$ cat config.mk
export PLATFORM = sky130hd
export DESIGN_NAME = mcsb_bank
export DESIGN_NICKNAME = d
export VERILOG_FILES = /design/src/core/mcsb_pkg.sv /design/src/core/mcsb_bank.sv
export VERILOG_INCLUDE_DIRS = /design/src /design/src/core
export SDC_FILE = /design/constraint.sdc
export NUM_CORES = 1
export LEC_CHECK = 0
export BUFFER_PORTS_ARGS = -buffer_cell sky130_fd_sc_hd__buf_2
export CORE_UTILIZATION = 57
export DETAILED_ROUTE_END_ITERATION = 16
export GPL_TIMING_DRIVEN = 0
export PLACE_DENSITY = 0.84
export SYNTH_ARGS = -nofsm -noshare
export SYNTH_HDL_FRONTEND = slang
export SYNTH_SLANG_ARGS = --single-unit
export TNS_END_PERCENT = 100
$ cat constraint.sdc
create_clock -name ref_clk -period 5.6 [get_ports ref_clk]
set_clock_uncertainty 0.05 [all_clocks]
set_input_delay 0.28 -clock ref_clk [delete_from_list [all_inputs] [get_ports ref_clk]]
set_output_delay 0.28 -clock ref_clk [all_outputs]
set_load 0.01 [all_outputs]
$ cat src/core/mcsb_regs.svh
// Register offsets, field positions, reset values and timing counts of the monitor bank
`ifndef MCSB_REGS_SVH
`define MCSB_REGS_SVH
`define MCSB_IDX_CONFIG 8'h40
`define MCSB_IDX_STATUS1 8'h41
`define MCSB_IDX_STATUS2 8'h42
`define MCSB_IDX_IRQ_MASK 8'h43
`define MCSB_IDX_RAIL_LO 8'h44
`define MCSB_IDX_RAIL_HI 8'h45
`define MCSB_IDX_VCC_LO 8'h48
`define MCSB_IDX_VCC_HI 8'h49
`define MCSB_IDX_R1_LO 8'h4e
`define MCSB_IDX_R1_HI 8'h4f
`define MCSB_IDX_LT_LO 8'h50
`define MCSB_IDX_LT_HI 8'h51
`define MCSB_IDX_R2_LO 8'h52
`define MCSB_IDX_R2_HI 8'h53
`define MCSB_CFG_RESET 8'h00
`define MCSB_CFG_GO 0
`define MCSB_CFG_LOCK 1
`define MCSB_CFG_READY 2
`define MCSB_CFG_FULL 3
`define MCSB_CFG_UNUSED 4
`define MCSB_CFG_SPINDIS 5
`define MCSB_CFG_BUS_TIMEOUT_DISABLE 6
`define MCSB_CFG_VCC5 7
`define MCSB_CFG_WMASK_LOCKED 8'h08
`define MCSB_CFG_WMASK_OPEN 8'he9
`define MCSB_ST_RAIL 0
`define MCSB_ST_VCC 2
`define MCSB_ST_R1 4
`define MCSB_ST_LT 5
`define MCSB_ST_R2 6
`define MCSB_ST_SUM 7
`define MCSB_ST_ALARM_MASK 8'h75
`define MCSB_VOLT_LO_RST 8'h00
`define MCSB_VOLT_HI_RST 8'hff
`define MCSB_TEMP_LO_RST 8'h81
`define MCSB_TEMP_HI_RST 8'h7f
`define MCSB_POWERUP_NS 1000
`define MCSB_CLK_NS 40
`define MCSB_POWERUP_CYC ((`MCSB_POWERUP_NS + `MCSB_CLK_NS - 1) / `MCSB_CLK_NS)
`endif

$ cat src/core/mcsb_pkg.sv
// Types shared by the monitor configuration and status bank
package mcsb_pkg;
  typedef struct packed {
    logic [7:0] rail_2v5;
    logic [7:0] vcc;
    logic [7:0] remote1;
    logic [7:0] local_t;
    logic [7:0] remote2;
  } mcsb_readings_s;
  typedef struct packed {
    logic [7:0] lo;
    logic [7:0] hi;
  } mcsb_limit_s;
  typedef enum logic [1:0] {
    MCSB_IDLE = 2'b00,
    MCSB_ANSWER = 2'b01
  } mcsb_bus_e;
endpackage

$ cat src/core/mcsb_bank.sv
// Monitor configuration and first alarm status register bank with Avalon-MM slave
`timescale 1ns/100ps
`include "mcsb_regs.svh"
module mcsb_bank
  import mcsb_pkg::*;
#(
  parameter int POWERUP_CYC = `MCSB_POWERUP_CYC
) (
  input wire logic ref_clk, // 25 MHz clock
  input wire logic arst_n, // Async reset, active low
  input wire logic [7:0] avs_address, // Word index
  input wire logic avs_read, // Read request
  input wire logic avs_write, // Write request
  input wire logic [31:0] avs_writedata, // Write data, low byte used
  input wire logic [3:0] avs_byteenable, // Byte enables
  output logic [31:0] avs_readdata, // Read data
  output logic avs_waitrequest, // Stall until answer
  output logic avs_response_err, // Unmapped address answer
  input wire mcsb_readings_s readings, // Measured values, same clock
  input wire logic [7:0] status2_bits, // Second status register bits
  output logic [7:0] status2_read_clr, // Clear pulse for second status bits
  output mcsb_readings_s lim_sel_lo, // Active low limits
  output mcsb_readings_s lim_sel_hi, // Active high limits
  output logic monitor_go, // Monitoring enabled
  output logic fans_full_speed, // Force all fans to full
  output logic spinup_pulse_disable, // Hold PWM full spin-up timeout
  output logic bus_timeout_disable, // Disable bus timeout detection
  output logic vcc_5v_scale, // Supply scaled for 5 V
  output logic irq // Level interrupt
);

  ////////////////////////////////////////////////////////////////////////////
  // Register map, by word index
  // 0x40 monitor_configuration: go, lock, ready, full speed, spin-up, timeout, scale
  // 0x41 alarm_status_first: sticky alarms, read clears, bit 7 live summary
  // 0x42 second status register: held outside, a read pulses its clear
  // 0x43 interrupt mask: same layout as the first status register
  // 0x44 and 0x45: 2.5 V rail low and high limits
  // 0x48 and 0x49: supply low and high limits
  // 0x4e and 0x4f: remote channel 1 low and high limits
  // 0x50 and 0x51: local sensor low and high limits
  // 0x52 and 0x53: remote channel 2 low and high limits
  // Any other index answers with the error response, reads zero, drops writes
  // Limits stay writable under lock; only the configuration bits freeze
  // Byte enable bit 0 must be high for a write to land anywhere
  // Known limits of this block:
  // The second status register lives outside and owns its set logic
  // Readings are taken as same-clock values, with no filtering
  // Temperatures are two's complement codes; voltages are plain unsigned
  // A mask write reaches the interrupt one cycle later
  // The interrupt drops once its status bits clear (a read of 0x41, or of 0x42 for the summary) or a mask write hides them
  // Only the low byte lane is decoded; upper lanes are dropped

  ////////////////////////////////////////////////////////////////////////////
  // Helpers

  // Out of limit: strictly above high, or at or below low
  function automatic logic out_of_limit(input logic [7:0] v, input logic [7:0] lo, input logic [7:0] hi);
    out_of_limit = (v > hi) || (v <= lo);
  endfunction

  // Temperature codes are two's complement, so their compare is signed
  function automatic logic temp_out_of_limit(input logic [7:0] v, input logic [7:0] lo, input logic [7:0] hi);
    temp_out_of_limit = ($signed(v) > $signed(hi)) || ($signed(v) <= $signed(lo));
  endfunction

  // Byte lane 0 carries the register; other lanes are ignored
  function automatic logic [7:0] merge_be(input logic [7:0] old_v, input logic [31:0] wd, input logic [3:0] be);
    merge_be = be[0] ? wd[7:0] : old_v;
  endfunction

  // Bus state and stored registers
  mcsb_bus_e state;
  logic [7:0] cfg;
  logic [7:0] status1;
  logic [7:0] irq_mask;
  logic ready;
  logic [15:0] pu_cnt;
  logic [7:0] next_cfg;
  logic [7:0] next_status1;
  logic cfg_wr;

  // Limit sets: programmed, power-up defaults and the set in use
  mcsb_readings_s prog_lo;
  mcsb_readings_s prog_hi;
  mcsb_readings_s def_lo;
  mcsb_readings_s def_hi;
  mcsb_readings_s act_lo;
  mcsb_readings_s act_hi;

  // Alarm conditions, status view and bus decode
  logic [7:0] cond;
  logic [7:0] status_view;
  logic take;
  logic wr_hit;
  logic rd_hit;
  logic mapped;
  logic [7:0] rd_byte;
  logic [7:0] wmask;

  // Taken only in idle, so the answer cycle never takes the same request twice
  assign take = (state == MCSB_IDLE) && (avs_read || avs_write);
  assign wr_hit = take && avs_write;
  assign rd_hit = take && avs_read;

  ////////////////////////////////////////////////////////////////////////////
  // Power-up readiness counter

  // Ready only after internal settling; counts once after reset release
  // Counter stops once ready, so it cannot wrap and drop the flag again
  always_ff @(posedge ref_clk or negedge arst_n) begin
    if (!arst_n) begin
      pu_cnt <= 16'h0000;
      ready <= 1'b0;
    end else if (!ready) begin
      if (pu_cnt == 16'(POWERUP_CYC - 1)) begin
        ready <= 1'b1;
      end
      pu_cnt <= pu_cnt + 16'h0001;
    end
  end

  ////////////////////////////////////////////////////////////////////////////
  // Configuration register

  // Lock freezes go, lock itself, spin-up, timeout and scaling; full speed stays writable
  // Spin-up disable is treated as lockable, since nothing marks it otherwise
  assign wmask = cfg[`MCSB_CFG_LOCK] ? `MCSB_CFG_WMASK_LOCKED : `MCSB_CFG_WMASK_OPEN;

  // Only a taken write with lane 0 enabled reaches the configuration byte
  assign cfg_wr = wr_hit && (avs_address == `MCSB_IDX_CONFIG) && avs_byteenable[0];

  // Masked merge; the lock bit can only be raised, never cleared short of reset
  // Ready and the reserved bit are kept low in storage; the read side fills them
  always_comb begin
    next_cfg = (cfg & ~wmask) | (avs_writedata[7:0] & wmask);
    next_cfg[`MCSB_CFG_LOCK] = cfg[`MCSB_CFG_LOCK] | avs_writedata[`MCSB_CFG_LOCK];
    next_cfg[`MCSB_CFG_READY] = 1'b0;
    next_cfg[`MCSB_CFG_UNUSED] = 1'b0;
  end

  // Stored byte changes only on such a write
  always_ff @(posedge ref_clk or negedge arst_n) begin
    if (!arst_n) begin
      cfg <= `MCSB_CFG_RESET;
    end else if (cfg_wr) begin
      cfg <= next_cfg;
    end
  end

  ////////////////////////////////////////////////////////////////////////////
  // Limit registers, not lockable
  // Each index holds one byte; the lock never reaches these

  always_ff @(posedge ref_clk or negedge arst_n) begin
    if (!arst_n) begin
      prog_lo <= {`MCSB_VOLT_LO_RST, `MCSB_VOLT_LO_RST, `MCSB_TEMP_LO_RST, `MCSB_TEMP_LO_RST, `MCSB_TEMP_LO_RST};
      prog_hi <= {`MCSB_VOLT_HI_RST, `MCSB_VOLT_HI_RST, `MCSB_TEMP_HI_RST, `MCSB_TEMP_HI_RST, `MCSB_TEMP_HI_RST};
    end else if (wr_hit) begin
      if (avs_address == `MCSB_IDX_RAIL_LO) begin
        prog_lo.rail_2v5 <= merge_be(prog_lo.rail_2v5, avs_writedata, avs_byteenable);
      end else if (avs_address == `MCSB_IDX_RAIL_HI) begin
        prog_hi.rail_2v5 <= merge_be(prog_hi.rail_2v5, avs_writedata, avs_byteenable);
      end else if (avs_address == `MCSB_IDX_VCC_LO) begin
        prog_lo.vcc <= merge_be(prog_lo.vcc, avs_writedata, avs_byteenable);
      end else if (avs_address == `MCSB_IDX_VCC_HI) begin
        prog_hi.vcc <= merge_be(prog_hi.vcc, avs_writedata, avs_byteenable);
      end else if (avs_address == `MCSB_IDX_R1_LO) begin
        prog_lo.remote1 <= merge_be(prog_lo.remote1, avs_writedata, avs_byteenable);
      end else if (avs_address == `MCSB_IDX_R1_HI) begin
        prog_hi.remote1 <= merge_be(prog_hi.remote1, avs_writedata, avs_byteenable);
      end else if (avs_address == `MCSB_IDX_LT_LO) begin
        prog_lo.local_t <= merge_be(prog_lo.local_t, avs_writedata, avs_byteenable);
      end else if (avs_address == `MCSB_IDX_LT_HI) begin
        prog_hi.local_t <= merge_be(prog_hi.local_t, avs_writedata, avs_byteenable);
      end else if (avs_address == `MCSB_IDX_R2_LO) begin
        prog_lo.remote2 <= merge_be(prog_lo.remote2, avs_writedata, avs_byteenable);
      end else if (avs_address == `MCSB_IDX_R2_HI) begin
        prog_hi.remote2 <= merge_be(prog_hi.remote2, avs_writedata, avs_byteenable);
      end
    end
  end

  // Defaults apply while go is low; programmed values are kept meanwhile
  assign def_lo = {`MCSB_VOLT_LO_RST, `MCSB_VOLT_LO_RST, `MCSB_TEMP_LO_RST, `MCSB_TEMP_LO_RST, `MCSB_TEMP_LO_RST};
  assign def_hi = {`MCSB_VOLT_HI_RST, `MCSB_VOLT_HI_RST, `MCSB_TEMP_HI_RST, `MCSB_TEMP_HI_RST, `MCSB_TEMP_HI_RST};
  assign act_lo = cfg[`MCSB_CFG_GO] ? prog_lo : def_lo;
  assign act_hi = cfg[`MCSB_CFG_GO] ? prog_hi : def_hi;

  ////////////////////////////////////////////////////////////////////////////
  // Alarm conditions

  // Voltages compare unsigned, temperatures signed, against the limit set in use
  // Signed temperatures keep the default limits quiet for every reading except 0x80 and 0x81
  // Bits 1, 3 and 7 stay zero here; the summary is added on the read side
  always_comb begin
    cond = 8'h00;
    cond[`MCSB_ST_RAIL] = out_of_limit(readings.rail_2v5, act_lo.rail_2v5, act_hi.rail_2v5);
    cond[`MCSB_ST_VCC] = out_of_limit(readings.vcc, act_lo.vcc, act_hi.vcc);
    cond[`MCSB_ST_R1] = temp_out_of_limit(readings.remote1, act_lo.remote1, act_hi.remote1);
    cond[`MCSB_ST_LT] = temp_out_of_limit(readings.local_t, act_lo.local_t, act_hi.local_t);
    cond[`MCSB_ST_R2] = temp_out_of_limit(readings.remote2, act_lo.remote2, act_hi.remote2);
  end

  ////////////////////////////////////////////////////////////////////////////
  // First status register

  // Set wins over the read clear; a read clears only bits whose cause has gone
  // Writes never reach this byte, so software cannot fake or hide an alarm
  always_comb begin
    next_status1 = status1 | cond;
    if (rd_hit && avs_address == `MCSB_IDX_STATUS1) begin
      next_status1 = cond;
    end
    next_status1 = next_status1 & `MCSB_ST_ALARM_MASK;
  end

  // No write path at all
  always_ff @(posedge ref_clk or negedge arst_n) begin
    if (!arst_n) begin
      status1 <= 8'h00;
    end else begin
      status1 <= next_status1;
    end
  end

  // Summary follows the second register live
  // Not latched: clearing the second register clears the summary at once
  assign status_view = {(|status2_bits), status1[6:0]};

  ////////////////////////////////////////////////////////////////////////////
  // Interrupt mask

  // Mask bits line up with the status bits they gate, summary included
  // Reset leaves every source masked, so the pin starts low
  always_ff @(posedge ref_clk or negedge arst_n) begin
    if (!arst_n) begin
      irq_mask <= 8'h00;
    end else if (wr_hit && avs_address == `MCSB_IDX_IRQ_MASK) begin
      irq_mask <= merge_be(irq_mask, avs_writedata, avs_byteenable);
    end
  end

  // Registered so the pin never glitches while the decode settles
  always_ff @(posedge ref_clk or negedge arst_n) begin
    if (!arst_n) begin
      irq <= 1'b0;
    end else begin
      irq <= |(status_view & irq_mask);
    end
  end

  ////////////////////////////////////////////////////////////////////////////
  // Read decode

  // Unmapped indices read zero and raise the error with the answer
  // Ready and the reserved bit come from the counter and a constant, not storage
  always_comb begin
    mapped = 1'b1;
    rd_byte = 8'h00;
    if (avs_address == `MCSB_IDX_CONFIG) begin
      rd_byte = {cfg[7:5], 1'b0, cfg[3], ready, cfg[1:0]};
    end else if (avs_address == `MCSB_IDX_STATUS1) begin
      rd_byte = status_view;
    end else if (avs_address == `MCSB_IDX_STATUS2) begin
      rd_byte = status2_bits;
    end else if (avs_address == `MCSB_IDX_IRQ_MASK) begin
      rd_byte = irq_mask;
    end else if (avs_address == `MCSB_IDX_RAIL_LO) begin
      rd_byte = prog_lo.rail_2v5;
    end else if (avs_address == `MCSB_IDX_RAIL_HI) begin
      rd_byte = prog_hi.rail_2v5;
    end else if (avs_address == `MCSB_IDX_VCC_LO) begin
      rd_byte = prog_lo.vcc;
    end else if (avs_address == `MCSB_IDX_VCC_HI) begin
      rd_byte = prog_hi.vcc;
    end else if (avs_address == `MCSB_IDX_R1_LO) begin
      rd_byte = prog_lo.remote1;
    end else if (avs_address == `MCSB_IDX_R1_HI) begin
      rd_byte = prog_hi.remote1;
    end else if (avs_address == `MCSB_IDX_LT_LO) begin
      rd_byte = prog_lo.local_t;
    end else if (avs_address == `MCSB_IDX_LT_HI) begin
      rd_byte = prog_hi.local_t;
    end else if (avs_address == `MCSB_IDX_R2_LO) begin
      rd_byte = prog_lo.remote2;
    end else if (avs_address == `MCSB_IDX_R2_HI) begin
      rd_byte = prog_hi.remote2;
    end else begin
      mapped = 1'b0;
    end
  end

  ////////////////////////////////////////////////////////////////////////////
  // Bus handshake: take in idle, answer one cycle later with waitrequest low
  // Each transfer costs at least two cycles: the idle cycle that takes, then the answer

  // Side effects land at the taking edge; the answer trails by one cycle
  always_ff @(posedge ref_clk or negedge arst_n) begin
    if (!arst_n) begin
      state <= MCSB_IDLE;
      avs_waitrequest <= 1'b1;
      avs_readdata <= 32'h00000000;
      avs_response_err <= 1'b0;
      status2_read_clr <= 8'h00;
    end else begin
      status2_read_clr <= 8'h00;
      case (state)
        MCSB_IDLE: begin
          avs_waitrequest <= 1'b1;
          if (take) begin
            state <= MCSB_ANSWER;
            avs_waitrequest <= 1'b0;
            avs_response_err <= !mapped;
            avs_readdata <= avs_read ? {24'h000000, rd_byte} : 32'h00000000;
            if (avs_read && avs_address == `MCSB_IDX_STATUS2) begin
              status2_read_clr <= 8'hff;
            end
          end
        end
        MCSB_ANSWER: begin
          // Request is still up here; going idle first keeps it from a second take
          state <= MCSB_IDLE;
          avs_waitrequest <= 1'b1;
        end
        default: begin
          state <= MCSB_IDLE;
        end
      endcase
    end
  end

  ////////////////////////////////////////////////////////////////////////////
  // Control outputs

  // Levels trail the stored bits by one cycle; limit sets travel as whole structs
  always_ff @(posedge ref_clk or negedge arst_n) begin
    if (!arst_n) begin
      monitor_go <= 1'b0;
      fans_full_speed <= 1'b0;
      spinup_pulse_disable <= 1'b0;
      bus_timeout_disable <= 1'b0;
      vcc_5v_scale <= 1'b0;
      lim_sel_lo <= '0;
      lim_sel_hi <= '0;
    end else begin
      monitor_go <= cfg[`MCSB_CFG_GO];
      fans_full_speed <= cfg[`MCSB_CFG_FULL];
      spinup_pulse_disable <= cfg[`MCSB_CFG_SPINDIS];
      bus_timeout_disable <= cfg[`MCSB_CFG_BUS_TIMEOUT_DISABLE];
      vcc_5v_scale <= cfg[`MCSB_CFG_VCC5];
      lim_sel_lo <= act_lo;
      lim_sel_hi <= act_hi;
    end
  end

endmodule // mcsb_bank

# Word level (Yosys, flattened, before mapping)
# Cells that the tools add are included.
dict set report word_totals {
  in_bits 96
  reg_bits 246
  out_inout_bits 128
  latch_bits 0
  mem_count 0
  rom_bits 0
  mem_bits_rw 0
}
dict set report op_classes {
  n_eq_ne 17
  div 0
  n_reduce_logical 31
  mul 0
  muxes 42
  n_addsub 1
  shift 0
  order_cmp 10
  n_bitwise 16
}
# op n
set op_table {}
lappend op_table {{$mux W8} 19}
lappend op_table {{$eq A8 B7 Y1 const B} 14}
lappend op_table {{$mux W40} 2}
lappend op_table {{$gt A8 B8 Y1} 5}
lappend op_table {{$le A8 B8 Y1} 5}
lappend op_table {{$and A8 B8 Y8} 3}
lappend op_table {{$mux W1} 17}
lappend op_table {{$add A16 B1 Y16 const B} 1}
lappend op_table {{$eq A16 B5 Y1 const B} 1}
lappend op_table {{$reduce_or A8 Y1} 2}
lappend op_table {{$reduce_and A12 Y1} 1}
lappend op_table {{$reduce_and A11 Y1} 1}
lappend op_table {{$reduce_and A10 Y1} 1}
lappend op_table {{$not A1 Y1} 9}
lappend op_table {{$reduce_and A9 Y1} 1}
lappend op_table {{$logic_and A1 B1 Y1} 8}
lappend op_table {{$not A8 Y8} 1}
lappend op_table {{$or A8 B8 Y8} 1}
lappend op_table {{$reduce_and A8 Y1} 1}
lappend op_table {{$mux W7} 1}
lappend op_table {{$or A7 B7 Y7} 1}
lappend op_table {{$reduce_and A7 Y1} 1}
lappend op_table {{$logic_or A1 B1 Y1} 6}
lappend op_table {{$reduce_and A6 Y1} 1}
lappend op_table {{other kinds (12)} 14}

# Longest topological paths before layout
dict set report logic_depth {
  depth_word 16
  ltp_mapped 11
}

# Worst setup path before layout
# No wires, ideal clock.
dict set report synth_path {
  kind {register to register}
  start {register with a tool-made name}
  end {register status1[6]}
  path_slack_ps 2973
  arrival_ps 2490
  stages_incl_launch_ff 12
  synth_period_minus_slack_ps 2627
  cell_sequence {dfrtp_1 -> clkbuf_1 -> buf_1 -> clkbuf_1 -> nand2_1 -> ha_1 -> nor2b_1 -> o21a_1 -> o21ai_0 -> a21oi_1 -> or4_1 -> o211ai_1}
}
# item line
set synth_lines {}
lappend synth_lines {{end signal: assignment} mcsb_bank.sv:223} ;# status1 <= next_status1;
lappend synth_lines {{end: declaration} mcsb_bank.sv:75} ;# logic [7:0] status1;

==> flow_summary_export.csv <==
group,metric,value,unit
critical_path,crit_required,5.99,ns
clock_tree,clockBufferDepth,3,
grt,overflow,0,
critical_path,reg2regPathDepth,11,
sta,slew_violations,0,
die,core-area,18900,sq um
route,post-route-drc-count,0,
synthesis,synth_area_leader_cell,"dfrtp_1",
sta,worstMarginPinSlew,0.911,ns
pwr,power.internal,0.00256,W
synthesis,syn_area,11100,sq um
pwr,static-leakage-power,6.77,nW
grt,track_usage,30.8,%
sta,max-slew-margin-rel,39.1,%
synthesis,synthFlopType,"dfrtp_1",
route,drtIter0Drc,720,
die,start_util,58.8,%
critical_path,crit_fanout,10,
grt,antenna_found_initial,2,
route,routed_wl,30400,microns
synthesis,synth_edf_count,0,
clock_tree,htreeDepth,1,
synthesis,yosysMostFrequentCell,"dfrtp_1",
place,io_buffers,171,
clock_tree,clockRootBuffer,"clkbuf_16",
pwr,p_comb_share,9.0,%
critical_path,critPathMaxStageDelay,0.58,ns
sta,final.setup.tns,0,ns
synthesis,ys_types,67,
synthesis,syn_inst,1015,
synthesis,syn_area_per_cell,11.0,sq um
route,drt_first_pass_iters,5,
critical_path,critPathTopFamily,"buffers and inverters",
die,design.die.area,20100,sq um
route,wl_per_cell,20.0,microns
grt,grt_pass1_wl,47100,microns
worst_hold_path,hp-start,"avs_writedata[6]",
pwr,p_sw,0.000833,W
critical_path,worstSetupPathType,"register to register",
critical_path,path_cells,"clkbuf_1 -> buf_1 -> clkbuf_1 -> nand2_1 -> ha_1 -> nor2b_1 -> o21a_1 -> o21ai_0 -> a21oi_1 -> or4_1 -> o211ai_1",
critical_path,critPathBufInv,3,
pwr,ir_drop,0.234,mV
pwr,swShare,24.5,%
synthesis,synth_seq_area_share,48.7,%
sta,rsz0062_at_grt,"no",
final_layout,drive_gt1_share,32.3,%
pwr,pwr-share-clk,44.1,%
clock_tree,cts_made_buffers,24,
critical_path,regToRegEndpoint,"status1[6]$_DFF_PN0_",
route,ant_nets,0,
final_layout,final_nets,1422,
critical_path,slowest_stage,"clkbuf_1",
sta,finalSetupViolations,0,
flow_run,cap_violations,0,
sta,period_minus_slack,3.74,ns
grt,grt_max_degree,118,
final_layout,area_delta_synth_final,19.3,%
critical_path,worstPathArrival,4.13,ns
route,avgViaCountPerCell,5.79,
critical_path,r2r_setup_slack,1.86,ns
die,die_w,142,microns
synthesis,synth-seq-cells,214,
route,vias,8817,
grt,grt_pass1_vias,8689,
clock_tree,clk_pin_slew_worst_paths,0.06,ns
synthesis,netlist_top_cells_count,"170 x dfrtp_1, 98 x mux2_2, 87 x inv_1, 83 x nand2_1, 82 x ha_1",
critical_path,critPathCaptureType,"register",
clock_tree,cts_tree,"built",
worst_hold_path,whs_endpoint,"prog_hi[30]$_DFFE_PN1P_",
pwr,seq_power_share,46.9,%
critical_path,crit_path_start_kind,"register",
sta,fmaxAchievable,267,MHz
place,gp_congestion,0.980,
sta,hold_violations,0,
pwr,p_per_area,256,nW/um^2
die,die_h,142,microns
place,dp_hpwl,22600,microns
final_layout,fillers,1454,
sta,post-route-period-util,66.8,%
die,ios,224,
clock_tree,clk_latency,0.52,ns
worst_hold_path,min_path_cells,2,
clock_tree,cts.sinks,214,
synthesis,synthArstFlopShare,100,%
run_status,status,"finished clean",
place,post_dp_cell_area,12400,sq um
worst_hold_path,hold_class,"input pin to register",
synthesis,yosys-top-cells-area,"dfrtp_1 38%, dfstp_2 10%, mux2_2 9.9%, ha_1 9.2%, inv_1 2.9%",
die,core.rowCount,50,
synthesis,yosysWarnings,0,
critical_path,path_common_cell,"clkbuf_1",
final_layout,finalInstanceArea,13300,sq um
synthesis,synth.top_cell.area_share,38.3,%
## metal layers
metal  wire, microns  vias to the layer above  GRT usage, %  share of wire (%)
met3            2920                       72          7.39                9.6
met2           13900                      458          48.2                 46
li1                -                     3982             -                  -
met1           12600                     4303          42.2                 42
met4             935                        2          10.5                3.1
met5               8                        -             0              0.026
## state kept, by name, indices dropped and copies added (netlist names), named ones only
name	cells
pu_cnt	16
cfg	2
status1	5
prog_hi	40
status2_read_clr	1
monitor_go	1
prog_lo	40
avs_waitrequest	1
spinup_pulse_disable	1
avs_response_err	1
state	1
irq	1
ready	1
bus_timeout_disable	1
irq_mask	8
fans_full_speed	1
lim_sel_lo	40
avs_readdata	8
lim_sel_hi	40
vcc_5v_scale	1
## stage by stage
step	std cells	worst slack (ns)	hold slack [ns]	util, %	total power (W)
after floorplan	1038	2.97	-0.0656	-	0.00177
after global placement	1469	0.776	0.345	65.6	0.00190
after detailed placement	1470	1.90	0.295	65.8	0.00191
after CTS	1522	1.91	0.00636	70.2	0.00341
after global routing	1523	1.70	0.0137	70.2	0.00350
final	1523	1.86	0.0208	70.2	0.00339
## worst max path at each step
stage          slack, ns  cells past startpoint                  endpoint      from
2_1_floorplan       2.97                     11      status1[6]$_DFF_PN0_  register
3_3_place_gp        0.78                      1  lim_sel_hi[32]$_DFF_PN0_    arst_n
3_5_place_dp        1.90                     11      status1[6]$_DFF_PN0_  register
4_1_cts             1.91                     11      status1[6]$_DFF_PN0_  register
5_1_grt             1.70                     11      status1[6]$_DFF_PN0_  register
6_report            1.86                     11      status1[6]$_DFF_PN0_  register
## placed cells by master (no fill, tap or decap), types with 25 or more instances in the layout
cell	n
nor2_1	26
dfstp_2	44
nand2b_1	50
clkbuf_1	34
o21ai_0	37
inv_1	87
dfrtp_1	170
a21oi_1	34
buf_4	31
clkbuf_16	25
buf_2	177
nand2_1	83
ha_1	82
mux2_2	98
## power groups by stage
stage / logic [W] / clock network (W) / registers [W]
2_1_floorplan: 0.000155 / 0 / 0.00162
3_3_place_gp: 0.000283 / 0 / 0.00162
3_5_place_dp: 0.000295 / 0 / 0.00162
4_1_cts: 0.000302 / 0.00152 / 0.00159
5_1_grt: 0.000336 / 0.00157 / 0.00159
6_report: 0.000306 / 0.00150 / 0.00159
## logic make-up (layout without fill, tap and decap cells)
group,after synthesis,in the layout,share of synthesized area [%]
muxes,110,110,11.8
buffers and inverters,159,383,6.49
adders and majority gates,82,82,9.23
and+or+nand+nor,264,264,12.4
DFF,214,214,48.7
xor gates and xnor gates,15,15,1.18
AOI/OAI and AO/OA,170,170,10.2
other,1,25,0.0337
## cell type report
| cell class | count | area [sq um] | share of cell area [%] |
|---|---|---|---|
| Clock buffer | 34 | 699 | 5.27 |
| Tap cell | 260 | 325 | 2.45 |
| Timing Repair Buffer | 180 | 973 | 7.34 |
| Sequential cell | 214 | 5410 | 40.8 |
| Clock inverter | 10 | 58.8 | 0.443 |
| Antenna cell | 1 | 2.50 | 0.0189 |
| Buffer | 71 | 392 | 2.95 |
| Multi-Input combinational cell | 665 | 5070 | 38.2 |
| Inverter | 88 | 330 | 2.49 |
## timing repair
item | in CTS | in global routing
setup buffers | 0 | 0
resized for setup | 0 | 0
hold buffers | 8 | 0
endpoints found under the hold margin | 97 | 0
Note: power is estimated with default switching activity, not from simulation.
